`config.mk`:
```
export PLATFORM = sky130hd
export DESIGN_NAME = wbtr_bank
export DESIGN_NICKNAME = d
export VERILOG_FILES = /design/src/hdl/wbtr_shaper.v /design/src/hdl/wbtr_bank.v
export VERILOG_INCLUDE_DIRS = /design/src /design/src/hdl
export SDC_FILE = /design/constraint.sdc
export NUM_CORES = 1
export LEC_CHECK = 0
export BUFFER_PORTS_ARGS = -buffer_cell sky130_fd_sc_hd__buf_2
export CAP_MARGIN = 20
export CORE_ASPECT_RATIO = 0.5
export CORE_MARGIN = 1
export CORE_UTILIZATION = 50
export DETAILED_ROUTE_END_ITERATION = 7
export GPL_ROUTABILITY_DRIVEN = 0
export GPL_TIMING_DRIVEN = 0
export PLACE_DENSITY = 0.76
export SETUP_SLACK_MARGIN = 0.15
export SLEW_MARGIN = 15
export SYNTH_ARGS = -nofsm -noshare
export SYNTH_HDL_FRONTEND = slang
export SYNTH_SLANG_ARGS = --single-unit
```
`constraint.sdc`:
```
create_clock -name clk -period 2.4 [get_ports clk]
set_input_delay 0.12 -clock clk [delete_from_list [all_inputs] [get_ports clk]]
set_output_delay 0.12 -clock clk [all_outputs]
set_load 0.02 [all_outputs]
```
`src/hdl/wbtr_regs.vh`:
```
// constants for the wake bit-timing recovery register bank
`ifndef WBTR_REGS_VH
`define WBTR_REGS_VH

// register addresses, one 8-bit word per address
`define WBTR_ADDR_CAL_HIGH   7'h3A
`define WBTR_ADDR_CAL_LOW    7'h3B
`define WBTR_ADDR_CTRL_ONE   7'h3C
`define WBTR_ADDR_CTRL_TWO   7'h3D
`define WBTR_ADDR_UPPER      7'h3E
`define WBTR_ADDR_LOWER      7'h3F
`define WBTR_ADDR_STATUS     7'h4F

// reset values
`define WBTR_RST_CAL         8'h00
`define WBTR_RST_CTRL_ONE    8'h04
`define WBTR_RST_CTRL_TWO    8'h00
`define WBTR_RST_UPPER       8'hA8
`define WBTR_RST_LOWER       8'h98
`define WBTR_RST_STATUS      8'h00

// writable bit masks, all other positions read-only or reserved
`define WBTR_MASK_CTRL_ONE   8'h0D
`define WBTR_MASK_CTRL_TWO   8'h03
`define WBTR_MASK_STATUS_RC  8'h03

// field positions
`define WBTR_EN_BIT          0
`define WBTR_FILT_MSB        3
`define WBTR_FILT_LSB        2
`define WBTR_CLK_MSB         1
`define WBTR_CLK_LSB         0
`define WBTR_ST_UPPER_BIT    0
`define WBTR_ST_LOWER_BIT    1
`define WBTR_ST_ACTIVE_BIT   2

// frame layout: bits 0..6 address, bit 7 mode, bits 8..15 data
`define WBTR_FRAME_BITS      5'h10
`define WBTR_COUNT_MAX       5'h1F
`define WBTR_ADDR_MSB        6
`define WBTR_MODE_BIT        7
`define WBTR_DATA_LSB        8
`define WBTR_DATA_MSB        15
`define WBTR_ZERO_BYTE       8'h00

// filter select codes and time constants
`define WBTR_FILT_8          2'h0
`define WBTR_FILT_16         2'h1
`define WBTR_FILT_32         2'h2
`define WBTR_FILT_ADAPT      2'h3
`define WBTR_TC_8            6'h08
`define WBTR_TC_16           6'h10
`define WBTR_TC_32           6'h20

// falling edge spacing bands in bits, for adaptive mode
`define WBTR_GAP_A_LO        4'h2
`define WBTR_GAP_A_HI        4'h3
`define WBTR_GAP_B_LO        4'h4
`define WBTR_GAP_B_HI        4'h8
`define WBTR_GAP_C_LO        4'h9
`define WBTR_GAP_C_HI        4'hA

`endif

```
`src/hdl/wbtr_shaper.v`:
```
// time-constant selection and bit-time clamping for the recovery unit
`timescale 1ns/1ps
`default_nettype none
`include "wbtr_regs.vh"

module wbtr_shaper #(
    parameter BT_W = 8
) (
    input  wire            clk,
    input  wire            rst_n,
    input  wire            ce,
    input  wire            enable,
    input  wire [1:0]      filterSelect,
    input  wire [BT_W-1:0] upperBound,
    input  wire [BT_W-1:0] lowerBound,
    input  wire [BT_W-1:0] bitTimeIn,
    input  wire            bitTimeValid,
    input  wire [3:0]      edgeGap,
    input  wire            edgeGapValid,
    output reg  [5:0]      timeConstant,
    output reg  [BT_W-1:0] clampedBitTime,
    output reg             clampedValid,
    output reg             upperHit,
    output reg             lowerHit
);

    reg [5:0] adaptTc;
    reg [5:0] next_adaptTc;
    reg [5:0] next_timeConstant;

    // gaps outside every band keep the last adaptive choice
    always @* begin
        next_adaptTc = adaptTc;
        if (edgeGapValid) begin
            if (edgeGap >= `WBTR_GAP_A_LO && edgeGap <= `WBTR_GAP_A_HI) begin
                next_adaptTc = `WBTR_TC_32;
            end else if (edgeGap >= `WBTR_GAP_B_LO &&
                         edgeGap <= `WBTR_GAP_B_HI) begin
                next_adaptTc = `WBTR_TC_16;
            end else if (edgeGap >= `WBTR_GAP_C_LO &&
                         edgeGap <= `WBTR_GAP_C_HI) begin
                next_adaptTc = `WBTR_TC_8;
            end
        end
        case (filterSelect)
            `WBTR_FILT_8:  next_timeConstant = `WBTR_TC_8;
            `WBTR_FILT_16: next_timeConstant = `WBTR_TC_16;
            `WBTR_FILT_32: next_timeConstant = `WBTR_TC_32;
            default:       next_timeConstant = next_adaptTc;
        endcase
    end

    always @(posedge clk) begin
        if (!rst_n) begin
            adaptTc        <= `WBTR_TC_16;
            timeConstant   <= `WBTR_TC_16;
            clampedBitTime <= {BT_W{1'b0}};
            clampedValid   <= 1'b0;
            upperHit       <= 1'b0;
            lowerHit       <= 1'b0;
        end else if (ce) begin
            adaptTc      <= next_adaptTc;
            timeConstant <= next_timeConstant;
            clampedValid <= enable && bitTimeValid;
            upperHit     <= 1'b0;
            lowerHit     <= 1'b0;
            if (enable && bitTimeValid) begin
                if (bitTimeIn > upperBound) begin
                    clampedBitTime <= upperBound;
                    upperHit       <= 1'b1;
                end else if (bitTimeIn < lowerBound) begin
                    clampedBitTime <= lowerBound;
                    lowerHit       <= 1'b1;
                end else begin
                    clampedBitTime <= bitTimeIn;
                end
            end
        end
    end

endmodule

`default_nettype wire

```
`src/hdl/wbtr_bank.v`:
```
// register bank and serial slave of the wake bit-timing recovery unit
`timescale 1ns/1ps
`default_nettype none
`include "wbtr_regs.vh"

// Contract
// - calibration high and low bytes are read-only, zero after reset.
// - filter select codes 0..3 give constant 8, 16, 32 or adaptive.
// - adaptive: gap 2-3 bits gives 32, 4-8 gives 16, 9-10 gives 8.
// - control one resets to 0x04; bit 0 enables recovery.
// - clock select codes 0..3 give 80, 40, 20, 10 MHz.
// - bit times above the upper limit are clamped; limit resets 0xA8.
// - bit times below the lower limit are clamped; limit resets 0x98.
// - frame is 16 bits: 7-bit address, mode bit, then data byte.
// - data bits D0..D7 travel in frame bits 8..15.
// - mode bit zero reads a status register without changing it.
// - mode bit one clears the clearable bits of a status register.
// - status bits are read-only or read-clear; only the latter clear.
// - status content stays until the host clears it.
// - reserved bit positions always read zero.
// - each address selects one whole register word.
module wbtr_bank #(
    parameter DATA_W = 8,
    parameter ADDR_W = 7
) (
    input  wire              clk,
    input  wire              rst_n,
    input  wire              ce,
    input  wire              spiSclk,
    input  wire              spiCsN,
    input  wire              spiMosi,
    output wire              spiMiso,
    output reg               spiMisoOe,
    input  wire [DATA_W-1:0] calibHigh,
    input  wire [DATA_W-1:0] calibLow,
    input  wire              calibValid,
    input  wire [DATA_W-1:0] bitTimeIn,
    input  wire              bitTimeValid,
    input  wire [3:0]        edgeGap,
    input  wire              edgeGapValid,
    output reg               recoveryEnable,
    output reg  [1:0]        recoveryClockSelect,
    output wire [5:0]        filterTimeConstant,
    output wire [DATA_W-1:0] clampedBitTime,
    output wire              clampedValid
);

    // pin synchronisers; stage one feeds stage two only
    reg sclkMeta;
    reg sclkSync;
    reg sclkLast;
    reg csnMeta;
    reg csnSync;
    reg csnLast;
    reg mosiMeta;
    reg mosiSync;

    wire sclkRise;
    wire sclkFall;
    wire frameStart;
    wire frameEnd;
    wire frameActive;

    // shift registers and frame bookkeeping
    reg [2*DATA_W-1:0] rxShift;
    reg [2*DATA_W-1:0] txShift;
    reg [4:0]          bitCount;
    reg                seenRise;
    reg [DATA_W-1:0]   replyData;

    // register storage
    reg [DATA_W-1:0] calibValueHigh;
    reg [DATA_W-1:0] calibValueLow;
    reg [DATA_W-1:0] recoveryControlOne;
    reg [DATA_W-1:0] recoveryControlTwo;
    reg [DATA_W-1:0] bitTimeUpperBound;
    reg [DATA_W-1:0] bitTimeLowerBound;
    reg [DATA_W-1:0] recoveryStatus;

    // decoded frame
    wire [ADDR_W-1:0] frameAddr;
    wire              frameMode;
    wire [DATA_W-1:0] frameData;
    wire              frameGood;
    wire              frameCommit;

    reg  [DATA_W-1:0] readValue;
    reg  [DATA_W-1:0] next_recoveryControlOne;
    reg  [DATA_W-1:0] next_recoveryControlTwo;
    reg  [DATA_W-1:0] next_bitTimeUpperBound;
    reg  [DATA_W-1:0] next_bitTimeLowerBound;
    reg  [DATA_W-1:0] next_recoveryStatus;
    reg  [DATA_W-1:0] statusClear;
    reg  [DATA_W-1:0] statusSet;

    wire upperHit;
    wire lowerHit;

    assign sclkRise    = sclkSync && !sclkLast;
    assign sclkFall    = !sclkSync && sclkLast;
    assign frameStart  = csnLast && !csnSync;
    assign frameEnd    = !csnLast && csnSync;
    assign frameActive = !csnSync;

    // first frame bit on the wire lands in bit 0 of rxShift
    assign frameAddr   = rxShift[`WBTR_ADDR_MSB:0];
    assign frameMode   = rxShift[`WBTR_MODE_BIT];
    assign frameData   = rxShift[`WBTR_DATA_MSB:`WBTR_DATA_LSB];
    // frames of any other length are dropped whole
    assign frameGood   = (bitCount == `WBTR_FRAME_BITS);
    assign frameCommit = frameEnd && frameGood;

    assign spiMiso = txShift[0];

    always @(posedge clk) begin
        if (!rst_n) begin
            sclkMeta <= 1'b0;
            sclkSync <= 1'b0;
            sclkLast <= 1'b0;
            csnMeta  <= 1'b1;
            csnSync  <= 1'b1;
            csnLast  <= 1'b1;
            mosiMeta <= 1'b0;
            mosiSync <= 1'b0;
        end else if (ce) begin
            sclkMeta <= spiSclk;
            sclkSync <= sclkMeta;
            sclkLast <= sclkSync;
            csnMeta  <= spiCsN;
            csnSync  <= csnMeta;
            csnLast  <= csnSync;
            mosiMeta <= spiMosi;
            mosiSync <= mosiMeta;
        end
    end

    // whole-word decode; unmapped addresses read as zero
    always @* begin
        readValue = `WBTR_ZERO_BYTE;
        if (frameAddr == `WBTR_ADDR_CAL_HIGH) begin
            readValue = calibValueHigh;
        end else if (frameAddr == `WBTR_ADDR_CAL_LOW) begin
            readValue = calibValueLow;
        end else if (frameAddr == `WBTR_ADDR_CTRL_ONE) begin
            readValue = recoveryControlOne & `WBTR_MASK_CTRL_ONE;
        end else if (frameAddr == `WBTR_ADDR_CTRL_TWO) begin
            readValue = recoveryControlTwo & `WBTR_MASK_CTRL_TWO;
        end else if (frameAddr == `WBTR_ADDR_UPPER) begin
            readValue = bitTimeUpperBound;
        end else if (frameAddr == `WBTR_ADDR_LOWER) begin
            readValue = bitTimeLowerBound;
        end else if (frameAddr == `WBTR_ADDR_STATUS) begin
            readValue = recoveryStatus & `WBTR_MASK_STATUS_RC;
            readValue[`WBTR_ST_ACTIVE_BIT] = recoveryEnable;
        end
    end

    // writes touch only writable positions of control registers
    always @* begin
        next_recoveryControlOne = recoveryControlOne;
        next_recoveryControlTwo = recoveryControlTwo;
        next_bitTimeUpperBound  = bitTimeUpperBound;
        next_bitTimeLowerBound  = bitTimeLowerBound;
        statusClear             = `WBTR_ZERO_BYTE;
        if (frameCommit && frameMode) begin
            if (frameAddr == `WBTR_ADDR_CTRL_ONE) begin
                next_recoveryControlOne = frameData
                                        & `WBTR_MASK_CTRL_ONE;
            end else if (frameAddr == `WBTR_ADDR_CTRL_TWO) begin
                next_recoveryControlTwo = frameData
                                        & `WBTR_MASK_CTRL_TWO;
            end else if (frameAddr == `WBTR_ADDR_UPPER) begin
                next_bitTimeUpperBound = frameData;
            end else if (frameAddr == `WBTR_ADDR_LOWER) begin
                next_bitTimeLowerBound = frameData;
            end else if (frameAddr == `WBTR_ADDR_STATUS) begin
                statusClear = `WBTR_MASK_STATUS_RC;
            end
        end
    end

    // a clamp event in the clearing cycle survives the clear
    always @* begin
        statusSet = `WBTR_ZERO_BYTE;
        statusSet[`WBTR_ST_UPPER_BIT] = upperHit;
        statusSet[`WBTR_ST_LOWER_BIT] = lowerHit;
        next_recoveryStatus = ((recoveryStatus & ~statusClear)
                              | statusSet) & `WBTR_MASK_STATUS_RC;
    end

    // serial shifting: sample on rising clock, launch on falling clock
    always @(posedge clk) begin
        if (!rst_n) begin
            rxShift   <= {2*DATA_W{1'b0}};
            txShift   <= {2*DATA_W{1'b0}};
            bitCount  <= 5'h00;
            seenRise  <= 1'b0;
            spiMisoOe <= 1'b0;
        end else if (ce) begin
            spiMisoOe <= frameActive;
            if (frameStart) begin
                bitCount <= 5'h00;
                seenRise <= 1'b0;
                // answer: zero byte, then the word captured last frame
                txShift  <= {replyData, `WBTR_ZERO_BYTE};
            end else if (frameActive) begin
                if (sclkRise) begin
                    rxShift  <= {mosiSync, rxShift[2*DATA_W-1:1]};
                    seenRise <= 1'b1;
                    if (bitCount != `WBTR_COUNT_MAX) begin
                        bitCount <= bitCount + 5'h01;
                    end
                end
                if (sclkFall && seenRise) begin
                    txShift <= {1'b0, txShift[2*DATA_W-1:1]};
                end
            end
        end
    end

    // register state
    always @(posedge clk) begin
        if (!rst_n) begin
            calibValueHigh     <= `WBTR_RST_CAL;
            calibValueLow      <= `WBTR_RST_CAL;
            recoveryControlOne <= `WBTR_RST_CTRL_ONE;
            recoveryControlTwo <= `WBTR_RST_CTRL_TWO;
            bitTimeUpperBound  <= `WBTR_RST_UPPER;
            bitTimeLowerBound  <= `WBTR_RST_LOWER;
            recoveryStatus     <= `WBTR_RST_STATUS;
            replyData          <= `WBTR_ZERO_BYTE;
            recoveryEnable     <= 1'b0;
            recoveryClockSelect <= 2'h0;
        end else if (ce) begin
            // calibration bytes follow the oscillator logic, never the host
            if (calibValid) begin
                calibValueHigh <= calibHigh;
                calibValueLow  <= calibLow;
            end
            recoveryControlOne <= next_recoveryControlOne;
            recoveryControlTwo <= next_recoveryControlTwo;
            bitTimeUpperBound  <= next_bitTimeUpperBound;
            bitTimeLowerBound  <= next_bitTimeLowerBound;
            recoveryStatus     <= next_recoveryStatus;
            // value before this frame's write or clear is what is returned
            if (frameCommit) begin
                replyData <= readValue;
            end
            recoveryEnable <= next_recoveryControlOne[`WBTR_EN_BIT];
            recoveryClockSelect <=
                next_recoveryControlTwo[`WBTR_CLK_MSB:`WBTR_CLK_LSB];
        end
    end

    wbtr_shaper #(
        .BT_W (DATA_W)
    ) shaper (
        .clk            (clk),
        .rst_n          (rst_n),
        .ce             (ce),
        .enable         (recoveryEnable),
        .filterSelect   (recoveryControlOne[`WBTR_FILT_MSB:`WBTR_FILT_LSB]),
        .upperBound     (bitTimeUpperBound),
        .lowerBound     (bitTimeLowerBound),
        .bitTimeIn      (bitTimeIn),
        .bitTimeValid   (bitTimeValid),
        .edgeGap        (edgeGap),
        .edgeGapValid   (edgeGapValid),
        .timeConstant   (filterTimeConstant),
        .clampedBitTime (clampedBitTime),
        .clampedValid   (clampedValid),
        .upperHit       (upperHit),
        .lowerHit       (lowerHit)
    );

endmodule

`default_nettype wire

```
==> summary.txt <==
Floorplan
  – Initial Utilization: 0.521
  – Die Y: around 75 um
  – Die area: 11200 um^2
  – Core ar.: 10300 um^2
  – # IOs: 57
  – DIE WIDTH: 149 um
  – Site Rows: 26

Route
  – Via density: about 5.7
  – DRT Wirelength: 14400 um
  – Residual DRC: 0
  – Pre-antenna DRT Iters: 5
  – Initial DRC Count: 402
  – Vias post-DR: 5075
  – Antenna-violating nets left: 0
  – WL/cell: 16.1 um

STA
  – Worst Tran Pin Value: between 1 and 1.5 ns
  – Final period util: 0.873
  – Setup-failing EPs final: 0
  – Tmin final: 2.10 ns
  – Skew final: 0.00559 ns
  – Setup_tns: 0 ns
  – Max Slew Vio Count: 0
  – RSZ-0062 raised after global routing: false
  – Final Hold Viols: 0
  – Maximum clock rate: 477 MHz
  – Post-layout worst setup margin: 0.305 ns
  – Rel. slew slack: 0.323

Global route
  – Pin count of the biggest net entering global routing: 17
  – Grt ovf: 0
  – Number of global-route vias before repair: ~4600
  – First-pass GRT wire length: 22300 um
  – Global-route usage over all layers: 0.266
  – Initial antenna violation count: 0

Clock tree
  – Clock latency on the worst-skew pair: 0.42 ns
  – Root buf cell: clkbuf_16
  – CTS tree: yes
  – Clock Path Buffers: 2
  – H-tree level count: 4
  – Clock transition at path regs: 0.05 ns
  – Total CTS buffers: 17
  – Clock sink count: 117

Synth
  – Register area share after synthesis: 0.436
  – Ys async rst share: 0
  – Share of the synthesized area in the top cell type: 0.436
  – Dominant synthesized flop cell: dfxtp_1
  – Mapped Nets: 703
  – Area contributors post-synth: dfxtp_1, mux2i_1, nand2_1, nor2_1, o21ai_0
  – Post-synth EDFFs: 0
  – Mapped Avg Cell Area: 8.28 um^2
  – Post-Syn Area: 5370 um^2
  – Synth warnings: 0
  – Mapped Cells: 648
  – Count leader, synth: dfxtp_1
  – Leading area contributor after synthesis: dfxtp_1
  – Top post-synthesis cells by count: dfxtp_1, nand2_1, nor2_1
  – FF+latch count, synth: 117
  – Synth unique cells: 55

Place
  – IO Port Bufs: 55
  – Post-detail-place hpwl: 9730 um
  – Dpl ws: -0.0538 ns
  – Post-DP Area: about 5800 um^2

Pwr
  – VDD IR-drop max: ~0.53 mV
  – Leakage: 2.70 nW
  – Power Dens Cells: 748 nW/um^2

Worst setup path
  – Worst reg2reg path endpoint: shaper.clampedBitTime[4]
  – Worst Path Required: 2.74 ns
  – CP endpoint kind: flop
  – R2r worst-path depth: 9
  – WP data arrival: approximately 2.4 ns
  – CP Class: flop to flop
  – Worst Setup SP: bitTimeUpperBound[1]
  – FF-to-FF Start: bitTimeUpperBound[1]
  – Critical path fanouts, max: 10
  – Startpoint Class: flop
  – R2r setup slk: 0.30 ns

Hold path
  – Startpoint of the worst hold path: bitTimeValid
  – Hold path cells: 3
  – WHS Endpoint: shaper.clampedValid
  – Hold crit path type: input port to flop

Layout
  – Synth-to-Final Area Change: 24.5%
  – Multi-input combinational cell area: 2800 um^2
  – Final instance area: approximately 6700 um^2
  – Number of nets in the layout: 799
  – Ant. Diodes: 0
  – Sequential cell area: 2340 um^2
  – Share of cells above drive strength 1: 0.135
  – Fillers: 880

Flow run
  – Number of max-cap violations: 0

Status
  – Status: finished clean
[repair_timing]
action | CTS | global route
endpoints found under the setup margin | 10 | 30
hold buffers | 19 | 0
pin swaps | 0 | 2
endpoints found under the hold margin | 19 | 0
setup buffers | 0 | 3
gates resized for setup | 2 | 3
[registers in the layout, summed over array words and instances, names as in the netlist, 2 cells and up]
name                   flops
shaper.clampedBitTime      8
calibValueHigh             8
txShift                   16
replyData                  8
shaper.adaptTc             6
bitTimeUpperBound          8
bitTimeLowerBound          8
bitCount                   5
shaper.timeConstant        6
recoveryClockSelect        2
recoveryControlOne         3
recoveryStatus             2
rxShift                   16
calibValueLow              8
[cells in the final DEF (no fill, tap or decap), types with 4 or more instances in the layout]
| cell | synthesis | routed |
|---|---|---|
| nand2b_1 | 12 | 12 |
| nor2b_1 | 5 | 5 |
| nand2_1 | 108 | 108 |
| o21ai_0 | 48 | 48 |
| nand3_1 | 26 | 26 |
| clkbuf_8 | 0 | 4 |
| a221oi_1 | 4 | 4 |
| a211oi_1 | 4 | 4 |
| clkbuf_1 | 27 | 29 |
| buf_2 | 3 | 58 |
| mux2i_1 | 42 | 42 |
| nand4_1 | 5 | 5 |
| dfxtp_1 | 117 | 117 |
| a311oi_1 | 7 | 7 |
| inv_1 | 23 | 23 |
| o211ai_1 | 8 | 8 |
| clkbuf_16 | 0 | 17 |
| and3_1 | 12 | 12 |
| dlygate4sd3_1 | 0 | 19 |
| buf_4 | 3 | 6 |
| nor2_1 | 69 | 69 |
| a21oi_1 | 47 | 47 |
| ha_1 | 18 | 18 |
| a22oi_1 | 5 | 5 |
| bufinv_16 | 0 | 4 |
[worst max-delay path, stage by stage, from the launching register on]
cell      delay [ns]
dfxtp_1         0.39
inv_1           0.06
ha_1            0.28
nor2b_1         0.13
o211ai_1        0.17
a21oi_1         0.13
o22ai_4         0.23
clkbuf_4        0.28
o21ai_0         0.12
o21ai_0         0.22
[power breakdown]
part / leakage, nW / switching (W) / total, W / internal, W
Combinational: 1.45 / 0.000168 / 0.000284 / 0.000116
Sequential: 0.947 / 0.0000170 / 0.00199 / 0.00197
Clock: 0.306 / 0.000886 / 0.00273 / 0.00184
Total: 2.70 / 0.00107 / 0.00500 / 0.00393
[metrics by stage]
step	power, W	hold WS [ns]	instances	util
after floorplan	0.00218	0.248	648	-
after global placement	0.00227	0.347	843	0.564
after detailed placement	0.00227	0.363	843	0.564
after CTS	0.00500	0.0918	894	0.645
after global routing	0.00514	0.102	897	0.648
final	0.00500	0.102	897	0.648
[metal layers]
metal  routed length, um  vias up  global-route usage
li1                    -     2466                   -
met1                6480     2374               0.342
met2                6570      198               0.436
met3                1080       37              0.0673
met4                 276        0               0.105
met5                   0        -                   0
[worst max path at each step]
| stage | to | slack (ns) | depth (start not counted) |
|---|---|---|---|
| finish | shaper.clampedBitTime[4] | 0.30 | 9 |
| global route | shaper.lowerHit | 0.15 | 9 |
| CTS | bitTimeLowerBound[7] | 0.21 | 8 |
| detailed placement | shaper.lowerHit | -0.05 | 9 |
| global placement | shaper.clampedBitTime[5] | 0.01 | 9 |
| floorplan | shaper.upperHit | 0.52 | 9 |
[cell families after synthesis]
kind of cell,count (synthesis),synth area share
DFF,117,0.436
adders and majority gates,18,0.0420
muxes,42,0.0783
xor gates and xnor gates,3,0.00490
and+or+nand+nor,260,0.227
buffers and inverters,59,0.0441
AOI/OAI and AO/OA,149,0.167
[cell type report]
type / instances / share of cell area
Tap cell: 140 / 0.0262
Multi-Input combinational cell: 472 / 0.419
Timing Repair Buffer: 77 / 0.0730
Sequential cell: 117 / 0.350
Clock buffer: 24 / 0.0736
Inverter: 24 / 0.0135
Buffer: 35 / 0.0225
Clock inverter: 8 / 0.0217
Note: power is estimated with default switching activity, not from simulation.
